`config.mk`:
```
export PLATFORM = sky130hd
export DESIGN_NAME = spi_status_flags
export DESIGN_NICKNAME = d
export VERILOG_FILES = /design/src/hw/spi_flags_pkg.sv /design/src/hw/byte_shifter.sv /design/src/hw/spi_status_flags.sv
export SDC_FILE = /design/constraint.sdc
export NUM_CORES = 1
export LEC_CHECK = 0
export ABC_CLOCK_PERIOD_IN_PS = 2400
export BUFFER_PORTS_ARGS = -buffer_cell sky130_fd_sc_hd__buf_2
export CORE_UTILIZATION = 37
export CTS_BUF_LIST = sky130_fd_sc_hd__clkbuf_8 sky130_fd_sc_hd__clkbuf_16
export CTS_CLUSTER_DIAMETER = 200
export DETAILED_ROUTE_END_ITERATION = 10
export PLACE_DENSITY = 0.64
export SETUP_SLACK_MARGIN = 0.5
export SYNTH_ARGS = -nofsm -noshare
export SYNTH_HDL_FRONTEND = slang
export SYNTH_SLANG_ARGS = --single-unit
```
`constraint.sdc`:
```
create_clock -name clock -period 2.4 [get_ports clock]
set_clock_uncertainty 0.15 [all_clocks]
set_input_delay 0.48 -clock clock [delete_from_list [all_inputs] [get_ports clock]]
set_output_delay 0.48 -clock clock [all_outputs]
set_load 0.05 [all_outputs]
```
`src/hw/spi_flags_pkg.sv`:
```
// package for the serial status/flag block: register map, field layout, timing
// assumes: one 200 MHz clock, APB slave with 32-bit data
package spi_flags_pkg;

  // ----------------------------------------------------------------
  // register map (byte addresses)
  // ----------------------------------------------------------------
  localparam logic [7:0] OFF_STATUS = 8'h00;
  localparam logic [7:0] OFF_DATA = 8'h04;
  localparam logic [7:0] OFF_CTRL = 8'h08;
  localparam logic [7:0] OFF_EVSTAT = 8'h0C;
  localparam logic [7:0] OFF_EVMASK = 8'h10;

  // ----------------------------------------------------------------
  // field positions and reset values
  // ----------------------------------------------------------------
  localparam int BIT_DONE = 7;
  localparam int BIT_CLASH = 6;
  localparam int BIT_IRQEN = 0;
  localparam int BIT_MASTER = 1;
  localparam int EV_DONE = 0;
  localparam int EV_CLASH = 1;
  localparam logic [7:0] STATUS_RESET = 8'h80;
  localparam logic [1:0] CTRL_RESET = 2'h2;
  localparam logic [1:0] EV_RESET = 2'h0;

  // ----------------------------------------------------------------
  // timing: serial clock half period
  // ----------------------------------------------------------------
  localparam int CLOCK_MHZ = 200;
  localparam int SCK_HALF_NS = 10;
  localparam int SCK_HALF_CYC = (SCK_HALF_NS * CLOCK_MHZ + 999) / 1000;
  localparam int BITS_PER_BYTE = 8;

  // status register image
  typedef struct packed {
    logic done;
    logic clash;
    logic [5:0] rsvd;
  } status_s;

  // control register image
  typedef struct packed {
    logic master;
    logic irqEnable;
  } ctrl_s;

  // shift engine states
  typedef enum logic [1:0] {
    ENG_IDLE = 2'b01,
    ENG_SHIFT = 2'b10
  } eng_state_e;

endpackage : spi_flags_pkg

```
`src/hw/byte_shifter.sv`:
```
// byte shift engine: exchanges one byte, mode 0, msb first
// assumes: start is a one-cycle pulse only taken while idle
`timescale 1ns/1ps
module byte_shifter
  import spi_flags_pkg::*;
(
  // clock and reset
  input wire logic clock,
  input wire logic rst,
  // control side
  input wire logic start,
  input wire logic [7:0] txByte,
  output logic busy,
  output logic done,
  output logic [7:0] rxByte,
  // serial pins
  output logic sclk,
  output logic mosi,
  input wire logic miso
);

  localparam logic [4:0] HALF_LAST = 5'(2 * BITS_PER_BYTE - 1);
  localparam logic [7:0] HALF_CNT = 8'(SCK_HALF_CYC - 1);

  eng_state_e state_reg, state_next;
  logic [7:0] shift_reg, shift_next;
  logic [7:0] rx_reg, rx_next;
  logic [4:0] half_reg, half_next;
  logic [7:0] tick_reg, tick_next;
  logic sclk_reg, sclk_next;
  logic done_reg, done_next;
  logic misoBit_reg, misoBit_next;

  // next-state logic: each half period toggles sclk; sample on rise, shift on fall
  // mosi only moves at the start load and on the falling edge so the far side never sees it change at the rise
  always_comb begin
    state_next = state_reg;
    shift_next = shift_reg;
    misoBit_next = misoBit_reg;
    rx_next = rx_reg;
    half_next = half_reg;
    tick_next = tick_reg;
    sclk_next = sclk_reg;
    done_next = 1'b0;
    case (state_reg)
      ENG_IDLE: begin
        if (start) begin
          state_next = ENG_SHIFT;
          shift_next = txByte;
          half_next = 5'h0;
          tick_next = HALF_CNT;
          sclk_next = 1'b0;
        end
      end
      ENG_SHIFT: begin
        if (tick_reg != 8'h0) begin
          tick_next = tick_reg - 8'h1;
        end else begin
          tick_next = HALF_CNT;
          sclk_next = ~sclk_reg;
          if (!sclk_reg) begin
            misoBit_next = miso; // sample on rising edge
          end else begin
            shift_next = {shift_reg[6:0], misoBit_reg}; // shift on falling edge
          end
          if (half_reg == HALF_LAST) begin
            state_next = ENG_IDLE;
            rx_next = shift_next;
            done_next = 1'b1;
          end else begin
            half_next = half_reg + 5'h1;
          end
        end
      end
      default: state_next = ENG_IDLE;
    endcase
  end

  // registers
  always_ff @(posedge clock or posedge rst) begin
    if (rst) begin
      state_reg <= ENG_IDLE;
      shift_reg <= 8'h00;
      rx_reg <= 8'h00;
      half_reg <= 5'h0;
      tick_reg <= 8'h00;
      sclk_reg <= 1'b0;
      done_reg <= 1'b0;
      misoBit_reg <= 1'b0;
    end else begin
      state_reg <= state_next;
      shift_reg <= shift_next;
      rx_reg <= rx_next;
      half_reg <= half_next;
      tick_reg <= tick_next;
      sclk_reg <= sclk_next;
      done_reg <= done_next;
      misoBit_reg <= misoBit_next;
    end
  end

  // outputs
  assign busy = (state_reg == ENG_SHIFT);
  assign done = done_reg;
  assign rxByte = rx_reg;
  assign sclk = sclk_reg;
  assign mosi = shift_reg[7];

endmodule : byte_shifter

```
`src/hw/spi_status_flags.sv`:
```
// serial master status/flag block with APB register slave and byte engine
// assumes: APB3 master, single clock, flags cleared by status read then data access
//
// What this block does
// - transfer-done flag lives in status bit 7
// - byte exchange finishing sets transfer-done flag
// - irq while done flag and irq enable
// - status read seeing flag, then data access clears
// - data writes refused until armed status read
// - write-clash flag lives in status bit 6
// - data write during transfer sets clash flag
// - colliding write discarded, transfer untouched
// - status read seeing clash, then data access clears
// - status resets to 0x80
// - exchange starts only on master data write
//
// The implementer's own choices: the register offsets and register access over APB.
`timescale 1ns/1ps
module spi_status_flags
  import spi_flags_pkg::*;
(
  // clock and reset
  input wire logic clock,
  input wire logic rst,
  // apb slave
  input wire logic psel,
  input wire logic penable,
  input wire logic pwrite,
  input wire logic [7:0] paddr,
  input wire logic [31:0] pwdata,
  output logic [31:0] prdata,
  output logic pready,
  output logic pslverr,
  // interrupt
  output logic irqOut,
  // serial pins
  output logic sclk,
  output logic mosi,
  input wire logic miso
);

  // ----------------------------------------------------------------
  // address decode
  // ----------------------------------------------------------------

  // true when the offset names a mapped register
  function automatic logic isMapped(input logic [7:0] a);
    if (a == OFF_STATUS) isMapped = 1'b1;
    else if (a == OFF_DATA) isMapped = 1'b1;
    else if (a == OFF_CTRL) isMapped = 1'b1;
    else if (a == OFF_EVSTAT) isMapped = 1'b1;
    else if (a == OFF_EVMASK) isMapped = 1'b1;
    else isMapped = 1'b0;
  endfunction : isMapped

  logic setupPh, accessPh, statusRd, dataAcc, dataWr, ctrlWr, evStatWr, evMaskWr;

  // apb phases; writes and read side effects take effect only in the access phase
  assign setupPh = psel && !penable;
  assign accessPh = psel && penable;
  assign statusRd = accessPh && !pwrite && (paddr == OFF_STATUS);
  assign dataAcc = accessPh && (paddr == OFF_DATA);
  assign dataWr = dataAcc && pwrite;
  assign ctrlWr = accessPh && pwrite && (paddr == OFF_CTRL);
  assign evStatWr = accessPh && pwrite && (paddr == OFF_EVSTAT);
  assign evMaskWr = accessPh && pwrite && (paddr == OFF_EVMASK);
  assign pready = 1'b1;
  assign pslverr = accessPh && !isMapped(paddr);

  // ----------------------------------------------------------------
  // flag and control state
  // ----------------------------------------------------------------

  logic done_reg, done_next;
  logic clash_reg, clash_next;
  logic doneArm_reg, doneArm_next;
  logic clashArm_reg, clashArm_next;
  ctrl_s ctrl_reg, ctrl_next;
  logic [1:0] evStat_reg, evStat_next;
  logic [1:0] evMask_reg, evMask_next;
  logic [31:0] prdata_reg, prdata_next;
  logic engStart, engBusy, engDone;
  logic [7:0] engRx;
  status_s statusView;

  // status image; reserved bits always zero
  always_comb begin
    statusView = '0;
    statusView.done = done_reg;
    statusView.clash = clash_reg;
  end

  // a data write starts an exchange only when master, idle and not inhibited
  assign engStart = dataWr && ctrl_reg.master && !engBusy
    && !(done_reg && !doneArm_reg);

  // next values for flags, arms, control and event registers
  always_comb begin
    done_next = done_reg;
    clash_next = clash_reg;
    doneArm_next = doneArm_reg;
    clashArm_next = clashArm_reg;
    ctrl_next = ctrl_reg;
    evStat_next = evStat_reg;
    evMask_next = evMask_reg;
    // status read arms the clear for whichever flag it returned set
    if (statusRd && prdata_reg[BIT_DONE]) begin
      doneArm_next = 1'b1;
    end
    if (statusRd && prdata_reg[BIT_CLASH]) begin
      clashArm_next = 1'b1;
    end
    // armed data access clears the flag
    if (dataAcc && doneArm_reg) begin
      done_next = 1'b0;
      doneArm_next = 1'b0;
    end
    if (dataAcc && clashArm_reg) begin
      clash_next = 1'b0;
      clashArm_next = 1'b0;
    end
    // hardware sets win over clears in the same cycle
    if (engDone) begin
      done_next = 1'b1;
      doneArm_next = 1'b0;
    end
    if (dataWr && engBusy) begin
      clash_next = 1'b1;
      clashArm_next = 1'b0;
    end
    // control and mask writes
    if (ctrlWr) begin
      ctrl_next.irqEnable = pwdata[BIT_IRQEN];
      ctrl_next.master = pwdata[BIT_MASTER];
    end
    if (evMaskWr) begin
      evMask_next = pwdata[1:0];
    end
    // sticky events, write one to clear, set wins
    if (evStatWr) begin
      evStat_next = evStat_reg & ~pwdata[1:0];
    end
    if (engDone) begin
      evStat_next[EV_DONE] = 1'b1;
    end
    if (dataWr && engBusy) begin
      evStat_next[EV_CLASH] = 1'b1;
    end
  end

  // read data is captured in the setup phase and held through access
  always_comb begin
    prdata_next = prdata_reg;
    if (setupPh && !pwrite) begin
      if (paddr == OFF_STATUS) prdata_next = {24'h00_0000, statusView};
      else if (paddr == OFF_DATA) prdata_next = {24'h00_0000, engRx};
      else if (paddr == OFF_CTRL) prdata_next = {30'h0000_0000, ctrl_reg};
      else if (paddr == OFF_EVSTAT) prdata_next = {30'h0000_0000, evStat_reg};
      else if (paddr == OFF_EVMASK) prdata_next = {30'h0000_0000, evMask_reg};
      else prdata_next = 32'h0000_0000;
    end
  end

  // registers
  always_ff @(posedge clock or posedge rst) begin
    if (rst) begin
      done_reg <= STATUS_RESET[BIT_DONE];
      clash_reg <= STATUS_RESET[BIT_CLASH];
      doneArm_reg <= 1'b0;
      clashArm_reg <= 1'b0;
      ctrl_reg <= CTRL_RESET;
      evStat_reg <= EV_RESET;
      evMask_reg <= EV_RESET;
      prdata_reg <= 32'h0000_0000;
    end else begin
      done_reg <= done_next;
      clash_reg <= clash_next;
      doneArm_reg <= doneArm_next;
      clashArm_reg <= clashArm_next;
      ctrl_reg <= ctrl_next;
      evStat_reg <= evStat_next;
      evMask_reg <= evMask_next;
      prdata_reg <= prdata_next;
    end
  end

  assign prdata = prdata_reg;

  // serial interrupt request plus masked sticky events
  assign irqOut = (done_reg && ctrl_reg.irqEnable)
    || |(evStat_reg & evMask_reg);

  // ----------------------------------------------------------------
  // byte engine
  // ----------------------------------------------------------------

  byte_shifter u_shifter (
    .clock(clock),
    .rst(rst),
    .start(engStart),
    .txByte(pwdata[7:0]),
    .busy(engBusy),
    .done(engDone),
    .rxByte(engRx),
    .sclk(sclk),
    .mosi(mosi),
    .miso(miso)
  );
endmodule : spi_status_flags

```
# [Word level (Yosys, flattened, before mapping)]
# Index checks and enable logic that the tools add are counted.
[totals] elab_cells=125 register_bits=76 input_bits=46 out_inout_bits=37
[classes] addsub=2 mux=44 n_reduce_logical=45 eq_ne=11 bitwise=5
[ops] cell="8-bit two-way mux" count=7
[ops] cell="8-bit case mux with 2 select lines" count=2
[ops] cell="1-bit logical AND" count=22
[ops] cell="1-bit two-way mux" count=22
[ops] cell="8-bit by 4-bit == test with 1-bit output, second input constant" count=2
[ops] cell="5-bit two-way mux" count=3
[ops] cell="2-bit two-way mux" count=7
[ops] cell="3-bit AND reduction" count=4
[ops] cell="5-bit case mux with 2 select lines" count=1
[ops] cell="2-bit nonzero test" count=5
[ops] cell="8-bit by 3-bit == test with 1-bit output, second input constant" count=1
[ops] cell="8-bit by 5-bit == test with 1-bit output, second input constant" count=1
[ops] cell="8-bit zero test" count=1
[ops] cell="8-bit nonzero test" count=1
[ops] cell="8-bit by 1-bit subtractor with 8-bit output, second input constant" count=1
[ops] cell="1-bit zero test" count=6
[ops] cell="2-bit != test, second input constant" count=3
[ops] cell="3-bit nonzero test" count=2
[ops] cell="5-bit by 1-bit adder with 5-bit output, second input constant" count=1
[ops] cell="5-bit by 4-bit == test with 1-bit output, second input constant" count=1
[ops] cell="2-bit bitwise AND" count=2
[ops] cell="2-bit case mux with 2 select lines" count=1
[ops] cell="4-bit AND reduction" count=1
[ops] cell="2-bit by 1-bit == test with 1-bit output, second input constant" count=1
[ops] cell="8 further kinds" count=9

# [Longest topological paths before layout]
[logic_depth] word_depth=8 mapped_depth=7 mapped_depth_nobuf=6

# [Cells and area by module]
# From an unflattened synthesis, not the netlist that was laid out.
[unflattened] cells_unflattened=278 hier_area_um2=2860.2
[by_module_without_submodules] module="byte_shifter" n_inst=1 seq_area_each_um2=852.1 area_each_um2=1682.9 cells_per_inst=154
[by_module_without_submodules] module="spi_status_flags" n_inst=1 seq_area_each_um2=452.9 area_each_um2=1177.4 cells_per_inst=124

# [Worst setup path before layout]
# No wires, ideal clock.
[synth_path] kind="register to register" startpoint="register u_shifter.tick_reg[0]" endpoint="register u_shifter.misoBit_reg" setup_time_ns=0.125 period_less_slack_ns=2.281 n_path_buf=1 path_stages_with_launch=7 t_arrival_ns=2.006 required_time_ns=2.125 slack_ns=0.119 path_cell_list="dfrtp_1 -> inv_1 -> ha_1 -> or4b_4 -> or4_1 -> buf_2 -> mux2_4"
[synth_between] elab_chain_cells=3
[synth_rtl] element="from (decl)" line="byte_shifter.sv:29" source="logic [7:0] tick_reg, tick_next;"
[synth_rtl] element="from (signal assigned)" line="byte_shifter.sv:95" source="tick_reg <= tick_next;"
[synth_rtl] element="8-bit nonzero test" line="byte_shifter.sv:56" source="if (tick_reg != 8'h0) begin"
[synth_rtl] element="1-bit inverter (no line)"
[synth_rtl] element="3-bit AND reduction (no line)"
[synth_rtl] element="to (signal assigned)" line="byte_shifter.sv:98" source="misoBit_reg <= misoBit_next;"
[synth_rtl] element="to (decl)" line="byte_shifter.sv:32" source="logic misoBit_reg, misoBit_next;"
# Every way passes these cells.
# A chain may end at the register's enable or synchronous reset.

# [Worst setup path after layout]
[layout_path] startpoint="register u_shifter.tick_reg[1]" endpoint="register u_shifter.half_reg[3]"
[layout_between] elab_chain_cells=3
[layout_rtl] element="8-bit nonzero test" line="byte_shifter.sv:56"
[layout_rtl] element="2-bit != test (no line)"
[layout_rtl] element="4-bit AND reduction (no line)"
[layout_rtl] element="to (signal assigned)" line="byte_shifter.sv:94" source="half_reg <= half_next;"
[layout_rtl] element="to (decl)" line="byte_shifter.sv:28" source="logic [4:0] half_reg, half_next;"
# Every way passes these cells.

==> out/metrics.yaml <==
setup.worst_path.start: "u_shifter.tick_reg[1]"
nets: 390
crit_slowest_cell: "or4b_4"
worst_hold_path_type: "in2async"
synthTopCellsByCount: "49 x dfrtp_1, 25 x buf_4, 22 x nor3_1"
status: "finished, final reports clean"
r2r-end: "u_shifter.half_reg[3]"
maxSlewViolCount: 0
dieWidth_um: 89.7
drc: 0
avgSynthCellArea_um2: 9.84
cp_data_arrival_time_ns: 2.34
syn_inst: 289
r2r-start: "u_shifter.tick_reg[1]"
num_rows: 31
finalWorstSetupSlack_ns: 0.142
core_area_um2: 7330
cap_violations: 0
vias: 2356
grt_use_total: 0.170
finalHoldViolCount: 0
grt_max_degree: 53
maxSlewHeadroom: 0.551
synth_edf_count: 0
cp.required_ns: 2.49
tightest_slew_ns: 0.673
worst-r2r-setup-slack_ns: 0.14
antenna_found_initial: 0
portBuffers: 33
die-height_um: 89.7
ant_nets: 0
fillers: 692
avgRoutedWirePerCell_um: 14.7
synth_ff_type: "dfrtp_1"
multi_input_area_um2: 1470
drt_first_pass_iters: 4
yosysMostFrequentCell: "dfrtp_1"
path_cells: "inv_2 > ha_4 > or4b_4 > or3_4 > or4_4 > o211ai_1"
synth_seq_cells: 52
crit_path_end_kind: "flop"
max_freq_mhz: 443
powerDensity_nw_per_um2: 461
synthTopCellsByArea: "dfrtp_1 43%, buf_4 6.6%, nor3_1 3.9%"
root_buffer: "clkbuf_8"
syn_to_final_growth_pct: 20.5
hpwlAfterDp_mm: 4.55
slowest_delay_ns: 0.49
antenna_cells: 0
crit_fanout: 4
ys_seq_area_frac: 0.459
cts_tree: "done"
grt_pass1_vias: 2229
place_area_um2: 3130
overflow: 0
dp_slack_ns: 0.0273
synth_top_area_cell: "dfrtp_1"
finalCritPeriodShare: 0.941
ios: 83
setup_tns_ns: 0
rsz0062_at_grt: "yes"
regArea_um2: 1310
p_leak_nw: 1.63
start_util: 0.388
wl_mm: 6.49
htreeDepth: 2
vias_per_cell: 5.35
setup_viol: 0
cts.sinks: 52
yosysTopAreaCellShare: 0.431
syn-cell-area_um2: 2840
ys_warn_count: 0
finalCriticalPeriod_ns: 2.26
cp-endpoint: "u_shifter.half_reg[3]"
ys_types: 52
grt_pass1_wl_mm: 10.5
die-area_um2: 8040
cts_buffer_depth: 2
path_clk_slew_ns: 0.10
crit_type: "reg2reg"
rr_worst_depth: 6
async_flop_share: 1.00
final_area_um2: 3430
ir_worst_vdd_mv: 0.219
clock_latency_ns: 0.31
dr.first_iter.drc_count: 113
crit_path_start_kind: "flop"
gp_congestion: 0.790
cts_buffers: 5
drive_gt1_frac: 0.302
## cell families (layout without fill, tap and decap cells)
family / after synthesis / in the layout / synth area share
simple gates: 86 / 86 / 0.172
compound gates: 81 / 81 / 0.190
flops: 52 / 52 / 0.459
buf+inv: 48 / 77 / 0.0977
mux: 16 / 16 / 0.0607
fa+ha+maj: 4 / 4 / 0.0176
other cells: 2 / 25 / 0.00264
## repair_timing
item                                    CTS  global route
buffers inserted                          7             5
endpoints found under the setup margin   21            29
resized for setup                        22             5
pin swaps                                11             5
hold buffers                              0             0
## stage by stage
step / std cells / utilization / total power, mW / hold slack, ns
6_report: 440 / 0.467 / 1.58 / 0.190
3_3_place_gp: 420 / 0.427 / 1.06 / 0.298
3_5_place_dp: 420 / 0.427 / 1.06 / 0.309
2_1_floorplan: 312 / - / 1.05 / 0.275
4_1_cts: 435 / 0.460 / 1.59 / 0.215
5_1_grt: 440 / 0.467 / 1.65 / 0.226
## power breakdown
group | leakage (nW) | internal [mW] | switching, mW
Sequential | 0.667 | 0.879 | 0.00227
Combinational | 0.914 | 0.0308 | 0.136
Clock | 0.0487 | 0.213 | 0.318
## per-layer routing
layer | vias up | track usage | part of all wire
met5 | - | 0 | 0
met4 | 0 | 0.0462 | 0.0097
met3 | 7 | 0.0356 | 0.048
met2 | 66 | 0.304 | 0.50
met1 | 1155 | 0.208 | 0.45
li1 | 1128 | - | -
## layout by cell type, fill, tap and decap left out, types with 9 or more instances in the layout
cell type / n
a21oi_1: 13
buf_2: 29
buf_4: 26
conb_1: 25
dfrtp_1: 49
mux2i_1: 9
nand2_1: 16
nor3_1: 21
o21ai_0: 16
o22ai_1: 9
## worst min-delay path by stage
stage / cells past startpoint / slack, ns / endpoint
final: 3 / 0.19 / ctrl_reg[0]
after floorplan: 1 / 0.27 / doneArm_reg
after detailed placement: 1 / 0.31 / doneArm_reg
after global placement: 1 / 0.30 / doneArm_reg
after global routing: 2 / 0.23 / u_shifter.misoBit_reg
after CTS: 3 / 0.21 / prdata[7]
## cell type report
cell class / count / area share
sequential: 52 / 0.381
timing repair buffer: 60 / 0.116
tap: 99 / 0.0362
inverter: 9 / 0.00986
multi-input combinational: 212 / 0.430
clock inverter: 3 / 0.00767
clock buffer: 5 / 0.0201
## worst max-delay path, delay by kind of cell, from the launching register on
family | cells | cell delay [ns]
AND/OR/NAND/NOR | 3 | 1.33
flip-flops | 1 | 0.40
adder cells (fa/ha/maj) | 1 | 0.13
buffers and inverters | 1 | 0.09
AO/OA/AOI/OAI | 1 | 0.09
Power figures use the tool's default switching activity.
